File: config.mk
export PLATFORM = sky130hd
export DESIGN_NAME = uhrc_top
export DESIGN_NICKNAME = d
export VERILOG_FILES = /design/src/include/uhrc_pkg.sv /design/src/logic/uhrc_top.sv
export SDC_FILE = /design/constraint.sdc
export NUM_CORES = 1
export LEC_CHECK = 0
export BUFFER_PORTS_ARGS = -buffer_cell sky130_fd_sc_hd__buf_2
export CORE_ASPECT_RATIO = 1.1
export CORE_MARGIN = 2
export CORE_UTILIZATION = 27
export CTS_CLUSTER_SIZE = 24
export DETAILED_ROUTE_END_ITERATION = 8
export GPL_TIMING_DRIVEN = 1
export HOLD_SLACK_MARGIN = 0.03
export PLACE_DENSITY = 0.46
export SETUP_SLACK_MARGIN = 0.15
export SLEW_MARGIN = 10
export SYNTH_ARGS = -nofsm -noshare
export SYNTH_HDL_FRONTEND = slang
export SYNTH_SLANG_ARGS = --single-unit
export TNS_END_PERCENT = 100
File: constraint.sdc
create_clock -name clock_i -period 2.5 [get_ports clock_i]
set_input_delay 0.125 -clock clock_i [delete_from_list [all_inputs] [get_ports clock_i]]
set_output_delay 0.125 -clock clock_i [all_outputs]
set_load 0.1 [all_outputs]
File: src/include/uhrc_pkg.sv
package uhrc_pkg;
    // ****************************************
    // register map
    // ****************************************
    localparam logic [7:0] CMD_OFFSET = 8'h00;
    localparam logic [7:0] STS_OFFSET = 8'h04;
    localparam logic [7:0] PORT_OFFSET = 8'h08;
    localparam logic [7:0] CAP_OFFSET = 8'h20;
    // ****************************************
    // field positions
    // ****************************************
    localparam int RUN_STOP_BIT = 0;
    localparam int SOFT_RESET_BIT = 1;
    localparam int HALTED_BIT = 12;
    localparam int SYS_ERR_BIT = 4;
    localparam int PORT_OWNER_BIT = 0;
    localparam int PORT_TEST_LSB = 4;
    localparam int PORT_COUNT = 6;
    // ****************************************
    // reset values and timing
    // ****************************************
    localparam logic [31:0] CMD_RESET = 32'h0000_0000;
    localparam logic [7:0] PORT_RESET = 8'h01;
    localparam int RESET_TIME_NS = 100;
    localparam int CLOCK_PERIOD_NS = 5;
    localparam logic [7:0] RESET_CYCLES = 8'((RESET_TIME_NS + CLOCK_PERIOD_NS - 1)
        / CLOCK_PERIOD_NS);
    typedef enum logic [1:0] {UHRC_STOPPED, UHRC_RUNNING, UHRC_HALTING, UHRC_RESETTING}
        uhrc_state_t;
endpackage

File: src/logic/uhrc_top.sv
// Added by the designer: the register offsets and the APB slave port.
`timescale 1ns/100ps
module uhrc_top (
    input wire logic clock_i,
    input wire logic rstn_i,
    input wire logic psel_i,
    input wire logic penable_i,
    input wire logic pwrite_i,
    input wire logic [7:0] paddr_i,
    input wire logic [31:0] pwdata_i,
    output logic [31:0] prdata_o,
    output logic pready_o,
    output logic pslverr_o,
    input wire logic txn_busy_i,
    input wire logic mem_read_done_i,
    input wire logic mem_read_ok_i,
    input wire logic [31:0] cap_value_i,
    output logic schedule_run_o,
    output logic txn_abort_o,
    output logic soft_reset_o,
    output logic bus_reset_drive_o,
    output logic [5:0] port_companion_o,
    output logic [5:0] port_test_active_o
);
    // ****************************************
    // bus decode
    // ****************************************
    function automatic logic hit(input logic [7:0] a, input logic [7:0] off);
        return a == off;
    endfunction

    logic access;
    logic wr;
    assign access = psel_i && penable_i;
    assign wr = access && pwrite_i;

    // ****************************************
    // run/stop and reset state
    // ****************************************
    uhrc_pkg::uhrc_state_t state_reg, state_next;
    logic run_reg, run_next;
    logic halted_reg, halted_next;
    logic rst_reg, rst_next;
    logic sys_err_reg, sys_err_next;
    logic abort_reg, abort_next;
    logic [7:0] rcnt_reg, rcnt_next;
    logic [7:0] cap_reg, cap_next;
    logic [7:0] port_reg [uhrc_pkg::PORT_COUNT];
    logic [7:0] port_next [uhrc_pkg::PORT_COUNT];
    logic [31:0] rdata_reg, rdata_next;
    logic rdy_reg, rdy_next;
    logic err_reg, err_next;
    logic sched_reg, sched_next;
    logic [5:0] comp_reg, comp_next;
    logic [5:0] test_reg, test_next;
    logic cap_hit;
    logic mem_fail;
    logic cmd_wr;
    logic sts_wr;
    logic port_sel;
    logic [2:0] port_idx;

    assign mem_fail = mem_read_done_i && !mem_read_ok_i;
    assign cmd_wr = wr && hit(paddr_i, uhrc_pkg::CMD_OFFSET);
    assign sts_wr = wr && hit(paddr_i, uhrc_pkg::STS_OFFSET);
    assign cap_hit = hit(paddr_i, uhrc_pkg::CAP_OFFSET);
    assign port_sel = paddr_i >= uhrc_pkg::PORT_OFFSET
        && paddr_i < uhrc_pkg::PORT_OFFSET + 8'(4 * uhrc_pkg::PORT_COUNT)
        && paddr_i[1:0] == 2'b00;
    assign port_idx = 3'((paddr_i - uhrc_pkg::PORT_OFFSET) >> 2);

    always_comb begin
        state_next = state_reg;
        run_next = run_reg;
        halted_next = halted_reg;
        rst_next = rst_reg;
        sys_err_next = sys_err_reg;
        abort_next = 1'b0;
        rcnt_next = rcnt_reg;
        cap_next = cap_reg;
        for (int i = 0; i < uhrc_pkg::PORT_COUNT; i++) begin
            port_next[i] = port_reg[i];
        end
        unique case (state_reg)
            uhrc_pkg::UHRC_STOPPED: begin
                halted_next = 1'b1;
                if (run_reg) begin
                    halted_next = 1'b0;
                    state_next = uhrc_pkg::UHRC_RUNNING;
                end
            end
            uhrc_pkg::UHRC_RUNNING: begin
                if (!run_reg) begin
                    state_next = uhrc_pkg::UHRC_HALTING;
                end
            end
            uhrc_pkg::UHRC_HALTING: begin
                if (!txn_busy_i) begin
                    halted_next = 1'b1;
                    state_next = uhrc_pkg::UHRC_STOPPED;
                end
            end
            uhrc_pkg::UHRC_RESETTING: begin
                if (rcnt_reg == 8'h00) begin
                    rst_next = 1'b0;
                    run_next = 1'b0;
                    halted_next = 1'b1;
                    state_next = uhrc_pkg::UHRC_STOPPED;
                end else begin
                    rcnt_next = rcnt_reg - 8'h01;
                end
            end
        endcase
        // a command write outside a running reset acts on the written value at once
        if (cmd_wr && state_reg != uhrc_pkg::UHRC_RESETTING) begin
            run_next = pwdata_i[uhrc_pkg::RUN_STOP_BIT];
            // a restart caught mid-halt must drop halted too, or run and halted meet
            if (pwdata_i[uhrc_pkg::RUN_STOP_BIT]) begin
                halted_next = 1'b0;
            end
        end
        if (sts_wr && pwdata_i[uhrc_pkg::SYS_ERR_BIT]) begin
            sys_err_next = 1'b0;
        end
        if (port_sel && wr && state_reg != uhrc_pkg::UHRC_RESETTING) begin
            port_next[port_idx] = pwdata_i[7:0];
        end
        // hardware clear of run outranks the software write only while run is already set
        if (mem_fail && run_reg) begin
            run_next = 1'b0;
        end
        if (mem_fail) begin
            sys_err_next = 1'b1;
        end
        // starting reset outranks everything; a reset write during a running reset is ignored
        if (cmd_wr && pwdata_i[uhrc_pkg::SOFT_RESET_BIT]
            && state_reg != uhrc_pkg::UHRC_RESETTING) begin
            state_next = uhrc_pkg::UHRC_RESETTING;
            rst_next = 1'b1;
            abort_next = 1'b1;
            run_next = 1'b0;
            halted_next = 1'b1;
            sys_err_next = 1'b0;
            rcnt_next = uhrc_pkg::RESET_CYCLES - 8'h01;
            for (int i = 0; i < uhrc_pkg::PORT_COUNT; i++) begin
                port_next[i] = uhrc_pkg::PORT_RESET;
            end
        end
        // capability contents are latched outside the reset path
        cap_next = cap_value_i[7:0];
        // registered copy so the pin never shows a raw state decode
        sched_next = state_next == uhrc_pkg::UHRC_RUNNING
            || state_next == uhrc_pkg::UHRC_HALTING;
    end

    // ****************************************
    // apb answer
    // ****************************************
    always_comb begin
        rdata_next = 32'h0000_0000;
        rdy_next = 1'b0;
        err_next = 1'b0;
        if (psel_i && !penable_i) begin
            rdy_next = 1'b1;
            if (!pwrite_i) begin
                if (hit(paddr_i, uhrc_pkg::CMD_OFFSET)) begin
                    rdata_next[uhrc_pkg::RUN_STOP_BIT] = run_next;
                    rdata_next[uhrc_pkg::SOFT_RESET_BIT] = rst_next;
                end else if (hit(paddr_i, uhrc_pkg::STS_OFFSET)) begin
                    rdata_next[uhrc_pkg::HALTED_BIT] = halted_next;
                    rdata_next[uhrc_pkg::SYS_ERR_BIT] = sys_err_next;
                end else if (port_sel) begin
                    rdata_next[7:0] = port_next[port_idx];
                end else if (cap_hit) begin
                    rdata_next[7:0] = cap_next;
                end else begin
                    err_next = 1'b1;
                end
            end else if (!hit(paddr_i, uhrc_pkg::CMD_OFFSET)
                && !hit(paddr_i, uhrc_pkg::STS_OFFSET) && !port_sel && !cap_hit) begin
                err_next = 1'b1;
            end
        end
    end

    always_ff @(posedge clock_i or negedge rstn_i) begin
        if (!rstn_i) begin
            state_reg <= uhrc_pkg::UHRC_STOPPED;
            run_reg <= uhrc_pkg::CMD_RESET[uhrc_pkg::RUN_STOP_BIT];
            halted_reg <= 1'b1;
            rst_reg <= 1'b0;
            sys_err_reg <= 1'b0;
            abort_reg <= 1'b0;
            rcnt_reg <= 8'h00;
            cap_reg <= 8'h00;
            for (int i = 0; i < uhrc_pkg::PORT_COUNT; i++) begin
                port_reg[i] <= uhrc_pkg::PORT_RESET;
            end
            rdata_reg <= 32'h0000_0000;
            rdy_reg <= 1'b0;
            err_reg <= 1'b0;
            sched_reg <= 1'b0;
            comp_reg <= {6{uhrc_pkg::PORT_RESET[uhrc_pkg::PORT_OWNER_BIT]}};
            test_reg <= 6'h00;
        end else begin
            state_reg <= state_next;
            run_reg <= run_next;
            halted_reg <= halted_next;
            rst_reg <= rst_next;
            sys_err_reg <= sys_err_next;
            abort_reg <= abort_next;
            rcnt_reg <= rcnt_next;
            cap_reg <= cap_next;
            for (int i = 0; i < uhrc_pkg::PORT_COUNT; i++) begin
                port_reg[i] <= port_next[i];
            end
            rdata_reg <= rdata_next;
            rdy_reg <= rdy_next;
            err_reg <= err_next;
            sched_reg <= sched_next;
            comp_reg <= comp_next;
            test_reg <= test_next;
        end
    end

    // ****************************************
    // outputs
    // ****************************************
    assign prdata_o = rdata_reg;
    assign pready_o = rdy_reg;
    assign pslverr_o = err_reg;
    assign schedule_run_o = sched_reg;
    assign txn_abort_o = abort_reg;
    assign soft_reset_o = rst_reg;
    assign bus_reset_drive_o = 1'b0;
    genvar g;
    generate
        for (g = 0; g < uhrc_pkg::PORT_COUNT; g++) begin : g_port
            assign comp_next[g] = port_next[g][uhrc_pkg::PORT_OWNER_BIT];
            assign test_next[g] = |port_next[g][uhrc_pkg::PORT_TEST_LSB +: 4];
        end
    endgenerate
    assign port_companion_o = comp_reg;
    assign port_test_active_o = test_reg;

    // ****************************************
    // checks
    // ****************************************
    a_reset_self_clears: assert property (@(posedge clock_i) disable iff (!rstn_i)
        $rose(rst_reg) |-> rst_reg [*8] ##[1:30] !rst_reg)
        else $error("soft reset did not self clear in time");
    a_zero_no_end: assert property (@(posedge clock_i) disable iff (!rstn_i)
        (rst_reg && rcnt_reg > 8'h01) |=> rst_reg)
        else $error("soft reset ended early");
    a_abort_on_reset: assert property (@(posedge clock_i) disable iff (!rstn_i)
        $rose(rst_reg) |-> txn_abort_o)
        else $error("transaction not aborted on soft reset");
    a_ports_released: assert property (@(posedge clock_i) disable iff (!rstn_i)
        rst_reg |-> (&port_companion_o && port_test_active_o == 6'h00))
        else $error("ports not returned during soft reset");
    a_run_halt_never: assert property (@(posedge clock_i) disable iff (!rstn_i)
        !(run_reg && halted_reg))
        else $error("run and halted both set");
    a_mem_fail_stop: assert property (@(posedge clock_i) disable iff (!rstn_i)
        (mem_fail && !(cmd_wr && pwdata_i[uhrc_pkg::SOFT_RESET_BIT])) |=> !run_reg)
        else $error("failed read did not clear run");
    a_halt_after_txn: assert property (@(posedge clock_i) disable iff (!rstn_i)
        (state_reg == uhrc_pkg::UHRC_HALTING && !txn_busy_i && !rst_reg
        && !(cmd_wr && pwdata_i[uhrc_pkg::RUN_STOP_BIT])) |=> halted_reg)
        else $error("halted not set after stop");
    a_halt_waits_txn: assert property (@(posedge clock_i) disable iff (!rstn_i)
        (state_reg == uhrc_pkg::UHRC_HALTING && txn_busy_i && !cmd_wr) |=> !halted_reg)
        else $error("halted before transaction finished");
    a_reset_end_state: assert property (@(posedge clock_i) disable iff (!rstn_i)
        $fell(rst_reg) |-> (!run_reg && halted_reg))
        else $error("controller not stopped after reset");
    a_abort_one_pulse: assert property (@(posedge clock_i) disable iff (!rstn_i)
        txn_abort_o |=> !txn_abort_o)
        else $error("abort pulse longer than one cycle");
    a_run_write_stop: assert property (@(posedge clock_i) disable iff (!rstn_i)
        (cmd_wr && !pwdata_i[uhrc_pkg::RUN_STOP_BIT]
        && state_reg != uhrc_pkg::UHRC_RESETTING) |=> !run_reg)
        else $error("run write of zero not applied");
    a_run_write_go: assert property (@(posedge clock_i) disable iff (!rstn_i)
        (cmd_wr && pwdata_i[uhrc_pkg::RUN_STOP_BIT] && !pwdata_i[uhrc_pkg::SOFT_RESET_BIT]
        && state_reg != uhrc_pkg::UHRC_RESETTING && !mem_fail) |=> run_reg)
        else $error("run write of one not applied");
    a_sched_follows: assert property (@(posedge clock_i) disable iff (!rstn_i)
        state_reg == uhrc_pkg::UHRC_RUNNING |-> schedule_run_o)
        else $error("schedule stopped while running");
    a_stop_no_sched: assert property (@(posedge clock_i) disable iff (!rstn_i)
        state_reg == uhrc_pkg::UHRC_STOPPED |-> !schedule_run_o)
        else $error("schedule active while stopped");
    a_active_not_halted: assert property (@(posedge clock_i) disable iff (!rstn_i)
        (state_reg == uhrc_pkg::UHRC_RUNNING
        || state_reg == uhrc_pkg::UHRC_HALTING) |-> !halted_reg)
        else $error("halted set while still executing");
    a_reset_held_stop: assert property (@(posedge clock_i) disable iff (!rstn_i)
        rst_reg |-> (!run_reg && halted_reg))
        else $error("controller not stopped during reset");
    a_reset_entry: assert property (@(posedge clock_i) disable iff (!rstn_i)
        (cmd_wr && pwdata_i[uhrc_pkg::SOFT_RESET_BIT]
        && state_reg != uhrc_pkg::UHRC_RESETTING)
        |=> (rst_reg && rcnt_reg == uhrc_pkg::RESET_CYCLES - 8'h01))
        else $error("soft reset not started");
    a_reset_count_down: assert property (@(posedge clock_i) disable iff (!rstn_i)
        (state_reg == uhrc_pkg::UHRC_RESETTING && rcnt_reg != 8'h00)
        |=> rcnt_reg == $past(rcnt_reg) - 8'h01)
        else $error("reset counter skipped");
    a_unmapped_err: assert property (@(posedge clock_i) disable iff (!rstn_i)
        (psel_i && !penable_i && !hit(paddr_i, uhrc_pkg::CMD_OFFSET)
        && !hit(paddr_i, uhrc_pkg::STS_OFFSET) && !port_sel && !cap_hit)
        |=> (pslverr_o && pready_o))
        else $error("unmapped access not refused");
    a_sys_err_set: assert property (@(posedge clock_i) disable iff (!rstn_i)
        (mem_fail && !(cmd_wr && pwdata_i[uhrc_pkg::SOFT_RESET_BIT]
        && state_reg != uhrc_pkg::UHRC_RESETTING)) |=> sys_err_reg)
        else $error("failed read did not flag system error");
endmodule // uhrc_top

-- After elaboration in Yosys (flattened, before gate mapping)
Index checks and enable logic that the tools add are counted.
W data, S select, Z words.
- flip-flop bits (word level): 87
- input bits: 80
- output and inout port bits: 50
- add/sub/neg operators: 2
- order comparisons: 4
- eq/ne operators: 9
- multiplexer cells: 57
- bitwise gates (word level): 1
- reduce and logical (&&, ||, !) cells: 38
- operators with widths (operator ; number):
    $mux W48 ; 2
    $mux W8 ; 10
    $bwmux W48 ; 1
    $mux W1 ; 31
    $bmux W8 S3 ; 1
    $demux W8 S3 ; 1
    $reduce_or A4 Y1 ; 6
    $logic_and A1 B1 Y1 ; 19
    $logic_not A8 Y1 ; 2
    $mux W2 ; 6
    $eq A8 B3 Y1 const B ; 1
    $eq A8 B6 Y1 const B ; 1
    $ge A8 B4 Y1 const B ; 1
    $lt A8 B6 Y1 const B ; 1
    $pmux W2 S4 ; 1
    $sub A8 B1 Y8 const B ; 1
    $eq A2 B2 Y1 const B ; 3
    $logic_not A1 Y1 ; 6
    $mux W6 ; 1
    $sub A5 B4 Y5 const B ; 1
    $eq A2 B1 Y1 const B ; 2
    $ge A4 B4 Y1 const B ; 1
    $logic_not A2 Y1 ; 2
    $lt A4 B1 Y1 const B ; 1
    other kinds (9) ; 9

-- Logic depth before layout (Yosys ltp)
- depth after elaboration: 17
- depth in mapped cells: 10

-- Worst setup path before layout
No wires, ideal clock.
- kind: input to register
- start: in paddr_i[7]
- end: reg test_reg[4], in the netlist port_test_active_o[4]
- library setup time: 0.139 ns
- data arrival time: 2.339 ns
- data required time: 2.361 ns
- setup slack: 0.022 ns
- cell stages on the path: 8
- path through: or4_4 -> buf_6 -> or2_1 -> buf_6 -> nor3_4 -> mux2i_1 -> nor2_1 -> or4_1
- RTL lines (what ; line ; source):
    start, declared ; uhrc_top.sv:9 ; input wire logic [7:0] paddr_i,
    end signal, assigned ; uhrc_top.sv:222 ; test_reg <= test_next;
    end, declared ; uhrc_top.sv:55 ; logic [5:0] test_reg, test_next;

-- Worst setup path after layout
- start: reg state_reg[1]
- end: reg rdata_reg[4], in the netlist prdata_o[4]
- longest elaborated chain between the ends: 12
- elaborated cells on any way between the ends: 14
- ends and longest elaborated chain (what ; line ; source):
    start, declared ; uhrc_top.sv:40 ; uhrc_pkg::uhrc_state_t state_reg, state_next;
    start signal, assigned ; uhrc_top.sv:188 ; state_reg <= uhrc_pkg::UHRC_STOPPED;
    start signal, assigned ; uhrc_top.sv:206 ; state_reg <= state_next;
    $ne A2 B2 Y1 * ; uhrc_top.sv:125, uhrc_top.sv:137 ;
    $logic_and A1 B1 Y1 ; uhrc_top.sv:125 ; if (port_sel && wr && state_reg != uhrc_pkg::UHRC_RESETTING) begin
    $mux W48 ; uhrc_top.sv:125 ;
    $mux W48 ; uhrc_top.sv:136 ; if (cmd_wr && pwdata_i[uhrc_pkg::SOFT_RESET_BIT]
    $bmux W8 S3 ; uhrc_top.sv:173 ; rdata_next[7:0] = port_next[port_idx];
    $mux W8 (implied by the code) (2 in a row) ; uhrc_top.sv:173 ;
    $mux W8 ; uhrc_top.sv:172 ; end else if (port_sel) begin
    $mux W1 * ; uhrc_top.sv:169 ; end else if (hit(paddr_i, uhrc_pkg::STS_OFFSET)) begin
    $mux W6 * ; uhrc_top.sv:166 ; if (hit(paddr_i, uhrc_pkg::CMD_OFFSET)) begin
    $mux W8 * ; uhrc_top.sv:165 ; if (!pwrite_i) begin
    $mux W8 * ; uhrc_top.sv:163 ; if (psel_i && !penable_i) begin
    net rdata_next[4] ; uhrc_top.sv:50 ; logic [31:0] rdata_reg, rdata_next;
    end signal, assigned ; uhrc_top.sv:217 ; rdata_reg <= rdata_next;
    end, declared ; uhrc_top.sv:50 ;
Mark *: on every way through the listed nets, which the timed path passes. The rest lies on a longest branch. The select of a mux whose other input is x is not followed.
A chain may end at the register's enable or synchronous reset.

==> impl_metrics.tcl <==
set metrics [dict create \
    status "complete, no violations" \
    die_w_um 128 \
    synth_most_common_cell "dfrtp_1" \
    synth_area_leaders "dfrtp_1 (41%), mux2i_1 (9.2%), nor2_1 (5.0%)" \
    detail_route.first_pass.iterations 5 \
    grt_pass1_vias 3841 \
    peakVddDrop_uv 290 \
    seq_area_frac_synth 0.446 \
    required_ps 2740 \
    via_count 3834 \
    setup.worst_path.start_class "flip-flop" \
    grt.total_usage 0.158 \
    fin_area_um2 5560 \
    grt_overflow 0 \
    r2r_cells 7 \
    io_buffers 57 \
    ant_nets 0 \
    ioPinCount 130 \
    hold_violations 0 \
    ys_ff_latch 81 \
    cts_tree "built" \
    cts-root-buf "clkbuf_16" \
    grt_max_degree 49 \
    largest_reg_flops 43 \
    start_util 0.277 \
    pwr_density_cell_nw_per_um2 538 \
    setup_viol 0 \
    post_cts_buffers 0 \
    final_nets 644 \
    timing.hold.ws_ps 87.3 \
    cts_buffers 9 \
    path_class "reg -> reg" \
    via_per_inst 4.99 \
    worstHoldPathCells 2 \
    slew_headroom 0.567 \
    avgSynthCellArea_um2 9.54 \
    arrival_ps 2470 \
    crit_fanout 7 \
    gp_congestion 0.826 \
    skew_ps 9.44 \
    hpwl_um 10300 \
    timing.fmax_mhz 450 \
    cts.sinks 81 \
    drt-total-wl_um 13700 \
    end_kind "flip-flop" \
    postSynth.asyncResetShare 1.00 \
    drc 0 \
    cts.htree.levels 3 \
    drive_gt1_frac 0.262 \
    wl_per_cell_um 17.8 \
    leakage_uw 0.00252 \
    antenna_found_initial 0 \
    synth_ff_type "dfrtp_1" \
    synth.distinct_cells 65 \
    clock_latency_ps 350 \
    grt_first_pass_wirelength_um 21600 \
    synth_top_cell_area_share 0.406 \
    max_cap_violations 0 \
    row_count 49 \
    placed_area_um2 5240 \
    min_path_type "in -> reg" \
    place_ws_ps -44.9 \
    fp.coreArea_um2 16400 \
    die-area_um2 17900 \
    finalWorstSetupSlack_ps 276 \
    finalCritPeriodShare 0.890 \
    synth_common_cells "dfrtp_1 (74), nor2_1 (61), nand2_1 (43)" \
    antenna_cells 0 \
    syn_inst 478 \
    rsz0062_at_grt "false" \
    fp.dieH_um 140 \
    min_period_ps 2220 \
    synth_enable_flop_cells 0 \
    drt_iter0_drc 232 \
    fin_util 0.338 \
    yosysWarningCount 0 \
    slew_violations 0 \
    worst_slew_pin_slew_ps 649 \
    clk_pin_slew_ps 70 \
    yosysTopAreaCell "dfrtp_1" \
    total_power_uw 2990 \
    syn2layout_area_growth_pct 21.9 \
    synth.cell_area_um2 4560 \
    clock_path_buffers 2 \
]
==> cell families after synthesis <==
family,after synthesis,share of synthesized area
AND/OR/NAND/NOR,180,0.203
AO/OA/AOI/OAI,92,0.137
flip-flops,81,0.446
buffers and inverters,67,0.0851
multiplexers,47,0.105
adder cells (fa/ha/maj),5,0.0137
XOR/XNOR,5,0.00961
other,1,0.000822
==> layout by cell type, fill, tap and decap left out, types with 4 or more instances in the layout <==
cell type,count
dfrtp_1,74
nor2_1,61
buf_2,56
buf_4,44
mux2i_1,42
nand2_1,42
a21oi_1,30
conb_1,24
nand3_1,11
o21ai_0,11
clkbuf_16,9
or4_1,7
nand4_1,7
dfstp_2,7
inv_1,6
and3_1,6
o22ai_1,6
nand2b_1,5
mux2_2,5
a211oi_1,5
ha_1,5
nand3b_1,4
nor2b_1,4
nor3_1,4
nor3b_1,4
o311ai_0,4
a32oi_1,4
a211o_1,4
buf_12,4
==> timing repair <==
item,in CTS,in global routing
hold buffers,2,0
setup endpoints to repair,0,4
resized for setup,0,2
hold endpoints to repair,45,0
==> layer usage <==
layer / global-route usage / vias up / wire (um)
li1: - / 1817 / -
met1: 0.215 / 1881 / 6330
met2: 0.249 / 123 / 6310
met3: 0.0382 / 13 / 791
met4: 0.0486 / 0 / 223
met5: 0 / - / 0
==> per-stage QoR <==
step | cells | TNS (ps)
6_report | 768 | 0
5_1_grt | 768 | 0
4_1_cts | 768 | 0
3_5_place_dp | 750 | -110
3_3_place_gp | 750 | -41.3
2_1_floorplan | 501 | 0
==> critical path, stage by stage, from the launching register on <==
cell and delay (ps):
dfrtp_1 390, buf_4 160, a2bb2oi_1 290, nand2_1 100, o311ai_0 550, a311o_1 210, o311ai_1 130, a211oi_2 280
==> where the power goes <==
| part | total, uW | internal (uW) | switching (uW) |
|---|---|---|---|
| sequential | 1310 | 1310 | 0.482 |
| combinational | 374 | 66.2 | 308 |
| clock | 1300 | 758 | 542 |
| total | 2990 | 2140 | 851 |
==> final cells by class <==
cell class              instances  area, um2
repair buffers                106        711
fillers                      1698      10900
inverters                       8       30.0
multi-input cells             353       2230
flip-flops and latches         81       2040
clock inverters                 3       22.5
clock buffers                  13        270
well taps                     204        255
==> final timing paths <==
kind	start	endpoint	slack (ps)
max in group asynchronous	rstn_i	halted_reg	1450
setup / recovery	state_reg[1]	prdata_o[4]	280
hold / removal	psel_i	pready_o	90
min in group asynchronous	rstn_i	port_reg[37]	330
setup reg to reg	state_reg[1]	prdata_o[4]	280
hold reg to reg	port_reg[3]	port_reg[3]	530
Note: power is estimated with default switching activity, not from simulation.
